[src/design/sic_pkg.sv]
package sic_pkg;

  // Register byte offsets
  localparam logic [7:0] ADDR_CONTROL0  = 8'h00;
  localparam logic [7:0] ADDR_STATUS    = 8'h08;
  localparam logic [7:0] ADDR_POLY      = 8'h10;
  localparam logic [7:0] ADDR_RX_CRC    = 8'h14;
  localparam logic [7:0] ADDR_TX_CRC    = 8'h18;
  localparam logic [7:0] ADDR_I2S_CTL   = 8'h1c;

  // serial_control0 fields
  localparam int CTL_CRC_EN_BIT  = 0;
  localparam int CTL_WIDE_BIT    = 1;
  localparam int CTL_LSB_BIT     = 2;

  // Status fields
  localparam int STAT_MISMATCH_BIT = 4;

  // i2s_control fields
  localparam int I2S_SEL_BIT     = 11;
  localparam int I2S_EN_BIT      = 10;
  localparam int I2S_ROLE_LSB    = 8;
  localparam int I2S_SYNC_BIT    = 7;
  localparam int I2S_STD_LSB     = 4;
  localparam int I2S_CLOCK_IDLE_POLARITY_BIT    = 3;
  localparam int I2S_WIDTH_LSB   = 1;
  localparam int I2S_SLOT_BIT    = 0;
  localparam logic [11:0] I2S_CFG_MASK = 12'h0bf;

  // Reset values
  localparam logic [15:0] POLY_RESET    = 16'h0007;
  localparam logic [11:0] I2S_CTL_RESET = 12'h000;
  localparam logic [2:0]  CTL0_RESET    = 3'h0;
  localparam logic [15:0] CRC_RESET     = 16'h0000;

  typedef enum logic [1:0] {
    ROLE_SLAVE_TX  = 2'b00,
    ROLE_SLAVE_RX  = 2'b01,
    ROLE_MASTER_TX = 2'b10,
    ROLE_MASTER_RX = 2'b11
  } sic_role_type;

  typedef enum logic [1:0] {
    STD_PHILIPS = 2'b00,
    STD_MSB     = 2'b01,
    STD_LSB     = 2'b10,
    STD_PCM     = 2'b11
  } sic_std_type;

endpackage : sic_pkg

[src/design/sic_crc_i2s.sv]
// Operation
// RQ1 - With checksum enabled, accumulate CRC over received bits into rx register.
// RQ2 - With checksum enabled, accumulate CRC over transmitted bits into tx register.
// RQ3 - Rx CRC is 8-bit in low byte for 8-bit frames, else 16-bit.
// RQ4 - Tx CRC is 8-bit in low byte for 8-bit frames, else 16-bit.
// RQ5 - Rx CRC updates every received bit; reads mid-transfer show partial value.
// RQ6 - Tx CRC updates every transmitted bit; reads mid-transfer show partial value.
// RQ7 - Tx CRC follows bit order, so LSB-first and MSB-first values differ.
// RQ8 - Both accumulators clear on checksum enable set or peripheral reset.
// RQ9 - Bit 11 picks SPI or I2S, changed only when disabled; bit 10 enables I2S.
// RQ10 - Role field: slave tx, slave rx, master tx, master rx.
// RQ11 - Frame sync bit selects short or long sync, only under PCM standard.
// RQ12 - Standard field: Philips, MSB-justified, LSB-justified, PCM.
// RQ13 - Clock polarity bit sets idle level of audio serial clock.
// RQ14 - Sample width field: 16, 24, 32 bits, 11 reserved.
// RQ15 - Slot width 16 or 32; software keeps slot no shorter than sample.
// RQ16 - Software changes I2S configuration fields only while I2S is disabled.
// RQ17 - In SPI mode the I2S configuration fields have no effect.
// RQ18 - CRC uses the polynomial register, reset value 0007h.
// RQ19 - Mismatch flag sets when rx CRC differs from received CRC word; write 0 clears.
// RQ20 - 8-bit frames use only the low byte; upper byte reads zero.
// RQ21 - Each accumulator is a serial LFSR, one bit per clock, starting from zero.
//
// Implementation choice: the AHB-Lite register port.
module sic_crc_i2s (
  // Clock and reset
  input  wire logic        mclk,
  input  wire logic        nrst,
  // AHB-Lite slave
  input  wire logic        hsel,
  input  wire logic [31:0] haddr,
  input  wire logic [1:0]  htrans,
  input  wire logic        hwrite,
  input  wire logic [2:0]  hsize,
  input  wire logic [31:0] hwdata,
  input  wire logic        hready,
  output logic      [31:0] hrdata,
  output logic             hreadyout,
  output logic             hresp,
  // Serial link taps
  input  wire logic        linkClk,
  input  wire logic        rxBit,
  input  wire logic        txBit,
  // Data path handshakes
  input  wire logic        peripheralReset,
  input  wire logic        transferActive,
  input  wire logic        crcPhase,
  input  wire logic        crcCheck,
  input  wire logic [15:0] rxCrcWord,
  // Configuration outputs
  output logic             frameWide,
  output logic             lsbFirstSelect,
  output logic             audioActive,
  output logic [1:0]       audioRoleSelect,
  output logic [1:0]       audioStandardSelect,
  output logic             frameSyncStyle,
  output logic             clockIdlePolarity,
  output logic [1:0]       sampleWidth,
  output logic             slotWidth,
  output logic             checksumMismatchFlag
);

  logic [2:0]  control0;
  logic [15:0] checksumPolynomial;
  logic [11:0] i2sControl;
  logic [15:0] rxChecksum;
  logic [15:0] txChecksum;
  logic [15:0] rxSnapshot;
  logic        crcPhaseDly;
  logic        enableDly;
  logic        wrPending;
  logic [7:0]  wrAddr;
  logic        checksumEnable;
  logic        audioModeSelect;
  logic        audioEnable;
  logic        crcRun;
  logic        bitEdge;
  logic        crcClear;
  logic [31:0] next_hrdata;
  logic [15:0] next_rxChecksum;
  logic [15:0] next_txChecksum;
  logic        addrValid;
  logic        wrHit;

  // Three-stage synchronisers for clock and data taps
  logic [2:0] clkSync;
  logic [2:0] rxSync;
  logic [2:0] txSync;
  logic       clkLevel;
  logic       clkLevelDly;
  logic       rxLevel;
  logic       txLevel;

  assign hreadyout = 1'b1;
  assign hresp     = 1'b0;

  assign checksumEnable  = control0[sic_pkg::CTL_CRC_EN_BIT];
  assign frameWide       = control0[sic_pkg::CTL_WIDE_BIT];
  assign lsbFirstSelect  = control0[sic_pkg::CTL_LSB_BIT];
  assign audioModeSelect = i2sControl[sic_pkg::I2S_SEL_BIT];
  assign audioEnable     = i2sControl[sic_pkg::I2S_EN_BIT];

  always_ff @(posedge mclk or negedge nrst) begin
    if (!nrst) begin
      clkSync <= 3'h0;
      rxSync  <= 3'h0;
      txSync  <= 3'h0;
    end else begin
      clkSync <= {clkSync[1:0], linkClk};
      rxSync  <= {rxSync[1:0], rxBit};
      txSync  <= {txSync[1:0], txBit};
    end
  end

  // A level counts once stages two and three agree
  always_ff @(posedge mclk or negedge nrst) begin
    if (!nrst) begin
      clkLevel    <= 1'b0;
      clkLevelDly <= 1'b0;
      rxLevel     <= 1'b0;
      txLevel     <= 1'b0;
    end else begin
      if (clkSync[1] == clkSync[2]) begin
        clkLevel <= clkSync[2];
      end
      if (rxSync[1] == rxSync[2]) begin
        rxLevel <= rxSync[2];
      end
      if (txSync[1] == txSync[2]) begin
        txLevel <= txSync[2];
      end
      clkLevelDly <= clkLevel;
    end
  end

  // Bits are taken on the rising edge of the link clock
  assign bitEdge = clkLevel && !clkLevelDly;
  // CRC runs only in SPI mode while a transfer is active
  assign crcRun  = checksumEnable && !audioModeSelect && transferActive;
  // Clear when enable goes from 0 to 1 or on peripheral reset
  assign crcClear = (checksumEnable && !enableDly) || peripheralReset; // RQ8

  function automatic logic [15:0] crc_step(input logic [15:0] crc,
                                           input logic        din,
                                           input logic        wide,
                                           input logic [15:0] poly);
    logic        fb;
    logic [15:0] shifted;
    fb      = din ^ (wide ? crc[15] : crc[7]);
    shifted = {crc[14:0], 1'b0};
    if (fb) begin
      shifted = shifted ^ poly; // RQ18
    end
    if (!wide) begin
      shifted = {8'h00, shifted[7:0]}; // RQ3 RQ4
    end
    return shifted;
  endfunction : crc_step

  // Bits arrive in frame order, so the bit-order setting shapes the result
  assign next_rxChecksum = crc_step(rxChecksum, rxLevel, frameWide, checksumPolynomial); // RQ21
  assign next_txChecksum = crc_step(txChecksum, txLevel, frameWide, checksumPolynomial); // RQ7

  always_ff @(posedge mclk or negedge nrst) begin
    if (!nrst) begin
      rxChecksum <= sic_pkg::CRC_RESET;
    end else if (crcClear) begin
      rxChecksum <= sic_pkg::CRC_RESET; // RQ8
    end else if (crcRun && bitEdge) begin
      rxChecksum <= next_rxChecksum; // RQ1 RQ5
    end
  end

  always_ff @(posedge mclk or negedge nrst) begin
    if (!nrst) begin
      txChecksum <= sic_pkg::CRC_RESET;
    end else if (crcClear) begin
      txChecksum <= sic_pkg::CRC_RESET; // RQ8
    end else if (crcRun && bitEdge) begin
      txChecksum <= next_txChecksum; // RQ2 RQ6
    end
  end

  always_ff @(posedge mclk or negedge nrst) begin
    if (!nrst) begin
      enableDly <= 1'b0;
    end else begin
      enableDly <= checksumEnable;
    end
  end

  // Freeze the data CRC as the CRC word begins to arrive
  always_ff @(posedge mclk or negedge nrst) begin
    if (!nrst) begin
      crcPhaseDly <= 1'b0;
      rxSnapshot  <= sic_pkg::CRC_RESET;
    end else begin
      crcPhaseDly <= crcPhase;
      if (crcPhase && !crcPhaseDly) begin
        rxSnapshot <= rxChecksum;
      end
    end
  end

  // AHB address phase
  assign addrValid = hsel && htrans[1] && hready;

  always_ff @(posedge mclk or negedge nrst) begin
    if (!nrst) begin
      wrPending <= 1'b0;
      wrAddr    <= 8'h00;
    end else begin
      wrPending <= addrValid && hwrite;
      if (addrValid) begin
        wrAddr <= haddr[7:0];
      end
    end
  end

  assign wrHit = wrPending;

  always_ff @(posedge mclk or negedge nrst) begin
    if (!nrst) begin
      control0           <= sic_pkg::CTL0_RESET;
      checksumPolynomial <= sic_pkg::POLY_RESET; // RQ18
    end else if (wrHit) begin
      if (wrAddr == sic_pkg::ADDR_CONTROL0) begin
        control0 <= hwdata[2:0];
      end
      if (wrAddr == sic_pkg::ADDR_POLY) begin
        checksumPolynomial <= hwdata[15:0];
      end
    end
  end

  // Configuration and mode bit hold while I2S runs
  always_ff @(posedge mclk or negedge nrst) begin
    if (!nrst) begin
      i2sControl <= sic_pkg::I2S_CTL_RESET;
    end else if (wrHit && wrAddr == sic_pkg::ADDR_I2S_CTL) begin
      i2sControl[sic_pkg::I2S_EN_BIT] <= hwdata[sic_pkg::I2S_EN_BIT]; // RQ9
      if (!audioEnable) begin
        i2sControl[sic_pkg::I2S_SEL_BIT] <= hwdata[sic_pkg::I2S_SEL_BIT]; // RQ9
        i2sControl[7:0] <= hwdata[7:0] & sic_pkg::I2S_CFG_MASK[7:0]; // RQ16
        i2sControl[9:8] <= hwdata[9:8]; // RQ10
      end
    end
  end

  // Mismatch: set wins over a software clear in the same cycle
  always_ff @(posedge mclk or negedge nrst) begin
    if (!nrst) begin
      checksumMismatchFlag <= 1'b0;
    end else if (crcCheck && checksumEnable &&
                 (rxCrcWord & (frameWide ? 16'hffff : 16'h00ff)) != rxSnapshot) begin
      checksumMismatchFlag <= 1'b1; // RQ19
    end else if (wrHit && wrAddr == sic_pkg::ADDR_STATUS &&
                 !hwdata[sic_pkg::STAT_MISMATCH_BIT]) begin
      checksumMismatchFlag <= 1'b0; // RQ19
    end
  end

  // Audio configuration is decoded only in I2S mode
  always_comb begin
    audioActive         = 1'b0;
    audioRoleSelect     = 2'b00;
    audioStandardSelect = 2'b00;
    frameSyncStyle      = 1'b0;
    clockIdlePolarity   = 1'b0;
    sampleWidth         = 2'b00;
    slotWidth           = 1'b0;
    if (audioModeSelect) begin // RQ17
      audioActive         = audioEnable; // RQ9
      audioRoleSelect     = i2sControl[sic_pkg::I2S_ROLE_LSB +: 2]; // RQ10
      audioStandardSelect = i2sControl[sic_pkg::I2S_STD_LSB +: 2]; // RQ12
      clockIdlePolarity   = i2sControl[sic_pkg::I2S_CLOCK_IDLE_POLARITY_BIT]; // RQ13
      sampleWidth         = i2sControl[sic_pkg::I2S_WIDTH_LSB +: 2]; // RQ14
      slotWidth           = i2sControl[sic_pkg::I2S_SLOT_BIT]; // RQ15
      if (i2sControl[sic_pkg::I2S_STD_LSB +: 2] == sic_pkg::STD_PCM) begin
        frameSyncStyle = i2sControl[sic_pkg::I2S_SYNC_BIT]; // RQ11
      end
    end
  end

  // Read data is prepared in the address phase and stands in the data phase
  always_comb begin
    next_hrdata = 32'h0000_0000;
    unique case (haddr[7:0])
      sic_pkg::ADDR_CONTROL0: next_hrdata = {29'h0, control0};
      sic_pkg::ADDR_STATUS:   next_hrdata = {27'h0, checksumMismatchFlag, 4'h0};
      sic_pkg::ADDR_POLY:     next_hrdata = {16'h0, checksumPolynomial};
      sic_pkg::ADDR_RX_CRC:   next_hrdata = {16'h0, frameWide ? rxChecksum[15:8] : 8'h00,
                                             rxChecksum[7:0]}; // RQ20
      sic_pkg::ADDR_TX_CRC:   next_hrdata = {16'h0, frameWide ? txChecksum[15:8] : 8'h00,
                                             txChecksum[7:0]}; // RQ20
      sic_pkg::ADDR_I2S_CTL:  next_hrdata = {20'h0, i2sControl};
      default:                next_hrdata = 32'h0000_0000;
    endcase
  end

  always_ff @(posedge mclk or negedge nrst) begin
    if (!nrst) begin
      hrdata <= 32'h0000_0000;
    end else if (addrValid && !hwrite) begin
      hrdata <= next_hrdata;
    end
  end

endmodule : sic_crc_i2s

[config.mk]
export PLATFORM = sky130hd
export DESIGN_NAME = sic_crc_i2s
export DESIGN_NICKNAME = d
export VERILOG_FILES = /design/src/design/sic_pkg.sv /design/src/design/sic_crc_i2s.sv
export SDC_FILE = /design/constraint.sdc
export NUM_CORES = 1
export LEC_CHECK = 0
export ABC_CLOCK_PERIOD_IN_PS = 2600
export BUFFER_PORTS_ARGS = -buffer_cell sky130_fd_sc_hd__buf_2
export CELL_PAD_IN_SITES_DETAIL_PLACEMENT = 1
export CELL_PAD_IN_SITES_GLOBAL_PLACEMENT = 1
export CORE_UTILIZATION = 45
export DETAILED_ROUTE_END_ITERATION = 16
export PLACE_DENSITY = 0.88
export SLEW_MARGIN = 10
export SYNTH_ARGS = -nofsm -noshare
export SYNTH_HDL_FRONTEND = slang
export SYNTH_SLANG_ARGS = --single-unit
[constraint.sdc]
create_clock -name mclk -period 2.6 [get_ports mclk]
set_input_delay 0.39 -clock mclk [delete_from_list [all_inputs] [get_ports mclk]]
set_output_delay 0.39 -clock mclk [all_outputs]
set_load 0.005 [all_outputs]
==> flow_summary.ini <==
[clocking]
cts_max_path_buffers = 2
cts.repair.resized = 0
cts-buffers-inserted = 17
worst_setup_hold_path_clk_slew_ps = 60
hold_buf_cts = 0
tritoncts = yes
clk-insertion-delay-late_ps = 420
h_tree_level_count = 4
clock_sink_count = 119
cts-root-buf = sky130_fd_sc_hd__clkbuf_16
post-cts-setup-buffers = 0

[finish]
finalInstanceArea_sq_mm = 0.006751
final.fill_count = 1367
stdcell_count = 779
finish.utilization_pct = 55.29
seq_area_sq_mm = 0.002982
number_of_nets_in_the_final_layout = 697
synthToLayoutAreaGrowth_pct = 17.53
multi_input_comb_area_sq_mm = 0.002549
antenna_cells = 0
drive_above_1_share_pct = 30.28

[placed_design]
post-dp-hpwl_um = 10750
place_ws_ps = 435.1
dpl-instance-area_sq_mm = 0.006251
numPortBuffers = 81
placed_cells = 749
rd_place_congestion = 0.8517

[yosys]
asyncSetResetFlopFracSynth_pct = 100.0
synth_largest_area_cell = sky130_fd_sc_hd__dfrtp_1
commonest_cells_post_synth = sky130_fd_sc_hd__dfrtp_1, sky130_fd_sc_hd__nand2_1, sky130_fd_sc_hd__o21ai_0, sky130_fd_sc_hd__mux2_2, sky130_fd_sc_hd__xor2_1
top_count_cell_post_synth = sky130_fd_sc_hd__dfrtp_1
yosys.cell_types.count = 47
yosys_warnings = 0
synth.yosys.seq_area_share_pct = 51.91
synth.ff_latch_count = 119
synth_area_per_cell_sq_um = 11.07
postSynth.topFlopCell = sky130_fd_sc_hd__dfrtp_1
fraction_of_post_synthesis_cell_area_in_the_top_cell_type_by_area_pct = 50.53
syn-instance-count = 519
syn_area_sq_mm = 0.005744
ys_top_cells_by_area = sky130_fd_sc_hd__dfrtp_1, sky130_fd_sc_hd__mux2_2, sky130_fd_sc_hd__nand2_1
synth_edf_count = 0

[drt]
routed_via_count_divided_by_cell_count = 5.652
drtIter0Drc = 303
postRouteWirelength_um = 16020
remaining_design_rule_violation_count = 0
num_vias = 4403
antenna_left = 0
wl_per_cell_um = 20.57
drt_pre_antenna_iters = 5

[worst_setup_path]
critPathCaptureType = register
setup.worst_path.class = reg2reg
cp-endpoint = txChecksum[8]
regToRegSetupSlack_ps = 390
crit_path_start_kind = register
cp_max_fo = 16
timing.reg2reg.worst_path_depth = 5
origin_of_the_critical_flop_to_flop_path = control0[0]
setup.worst_path.start = control0[0]
rr_endpoint = txChecksum[8]
worst-endpoint-required_ps = 2890
critical_path_arrival_ps = 2500

[floorplanning]
die_width_um = 115.0
die_height_um = 115.0
io-pin-count = 144
floorplan.die_area_sq_mm = 0.01322
start_util_pct = 47.04
core-area_sq_mm = 0.01221
num_rows = 40

[power]
totalPowerFinal_mw = 4.493
areal_power_density_over_the_cells_mw_per_mm2 = 665.4
total_leakage_power_nw = 3.331
ir_worst_vdd_v = 0.0005557

[sta]
final-hold-violation-count = 0
upper_clock_frequency_limit_mhz = 452.6
rsz0062_at_grt = false
setup_viol = 0
final.setup.tns_ps = 0
worstMarginPinSlew_ps = 1229
clock_skew_ps = 10.02
slew_headroom_pct = 17.87
final.min_clock_period_ps = 2210
setup_ws_ps = 390.3
final_worst_path_cycle_share_pct = 84.99
fin_hold_ws_ps = 20.65
final-max-slew-violation-count = 0

[job]
max_cap_viol_count = 0

[grt]
grt_start_max_net_pins = 120
grt_pass1_vias = 4605
grt_antenna_before_repair = 0
grt_overflow = 0
wire_length_of_the_first_global_routing_pass_um = 24870
grtUsageTotal_pct = 25.71

[status]
outcome = finished clean

[min_path]
hold_class = in2async
-- cell families after synthesis --
group / share of synthesized area (%)
AOI/OAI and AO/OA: 10.19
DFF: 51.91
buffers and inverters: 4.770
other: 0.1307
and+or+nand+nor: 11.68
xor gates and xnor gates: 6.535
adders and majority gates: 0.5228
muxes: 14.27
-- layout by cell type, fill, tap and decap left out, drive strengths merged, types with 5 or more instances in the layout --
| master | synthesis | routed |
|---|---|---|
| nor3 | 6 | 6 |
| dfrtp | 116 | 116 |
| a221oi | 5 | 5 |
| clkbuf | 20 | 25 |
| and3 | 10 | 10 |
| mux2 | 55 | 55 |
| and2 | 10 | 10 |
| mux4 | 5 | 5 |
| a22o | 7 | 7 |
| conb | 2 | 18 |
| clkinv | 0 | 5 |
| nand3 | 11 | 11 |
| inv | 6 | 6 |
| nand2 | 81 | 81 |
| mux2i | 5 | 5 |
| nor2 | 11 | 11 |
| o21ai | 48 | 48 |
| buf | 24 | 90 |
| a21oi | 21 | 21 |
| xnor2 | 8 | 8 |
| xor2 | 34 | 34 |
-- worst max-delay path, stage by stage, from the launching register on --
cell and delay, ps:
sky130_fd_sc_hd__dfrtp_1 450, sky130_fd_sc_hd__nand4b_1 200, sky130_fd_sc_hd__nor2_1 100, sky130_fd_sc_hd__nor2b_1 940, sky130_fd_sc_hd__nand2_1 190, sky130_fd_sc_hd__o21ai_0 200
-- metal layers --
metal	global-route usage, %	routed length, um	up-vias
li1	-	-	1934
met1	31.74	6536	2273
met2	43.25	8151	158
met3	6.906	959	38
met4	9.697	375	0
met5	0	0	-
-- report_power, final --
group	internal [mW]	leakage, nW	switching (mW)
logic	0.182	1.51	0.250
clock network	1.24	0.251	0.785
registers	1.94	1.57	0.0941
-- area by class of cell --
type	instances	share of cell area, %
repair buffers	90	7.228
multi-input cells	366	37.75
clock inverters	5	0.3706
clock buffers	25	7.042
inverters	6	0.3336
well taps	168	3.113
flip-flops and latches	119	44.16
-- worst min path at each step --
stage	from	end	slack (ps)	cells past startpoint
2_1_floorplan	nrst	checksumMismatchFlag	90	0
3_3_place_gp	clkSync[0]	clkSync[1]	330	0
3_5_place_dp	txSync[0]	txSync[1]	340	0
4_1_cts	txBit	txSync[0]	70	1
5_1_grt	txBit	txSync[0]	60	1
6_report	nrst	i2sControl[3]	20	2
-- sequential cells by signal, summed over array words and instances (netlist names), 3 cells and up --
register / count
i2sControl: 11
wrAddr: 8
txChecksum: 16
rxSync: 3
rxSnapshot: 16
txSync: 3
checksumPolynomial: 16
control0: 3
clkSync: 3
hrdata: 16
rxChecksum: 16
Power figures use the tool's default switching activity.
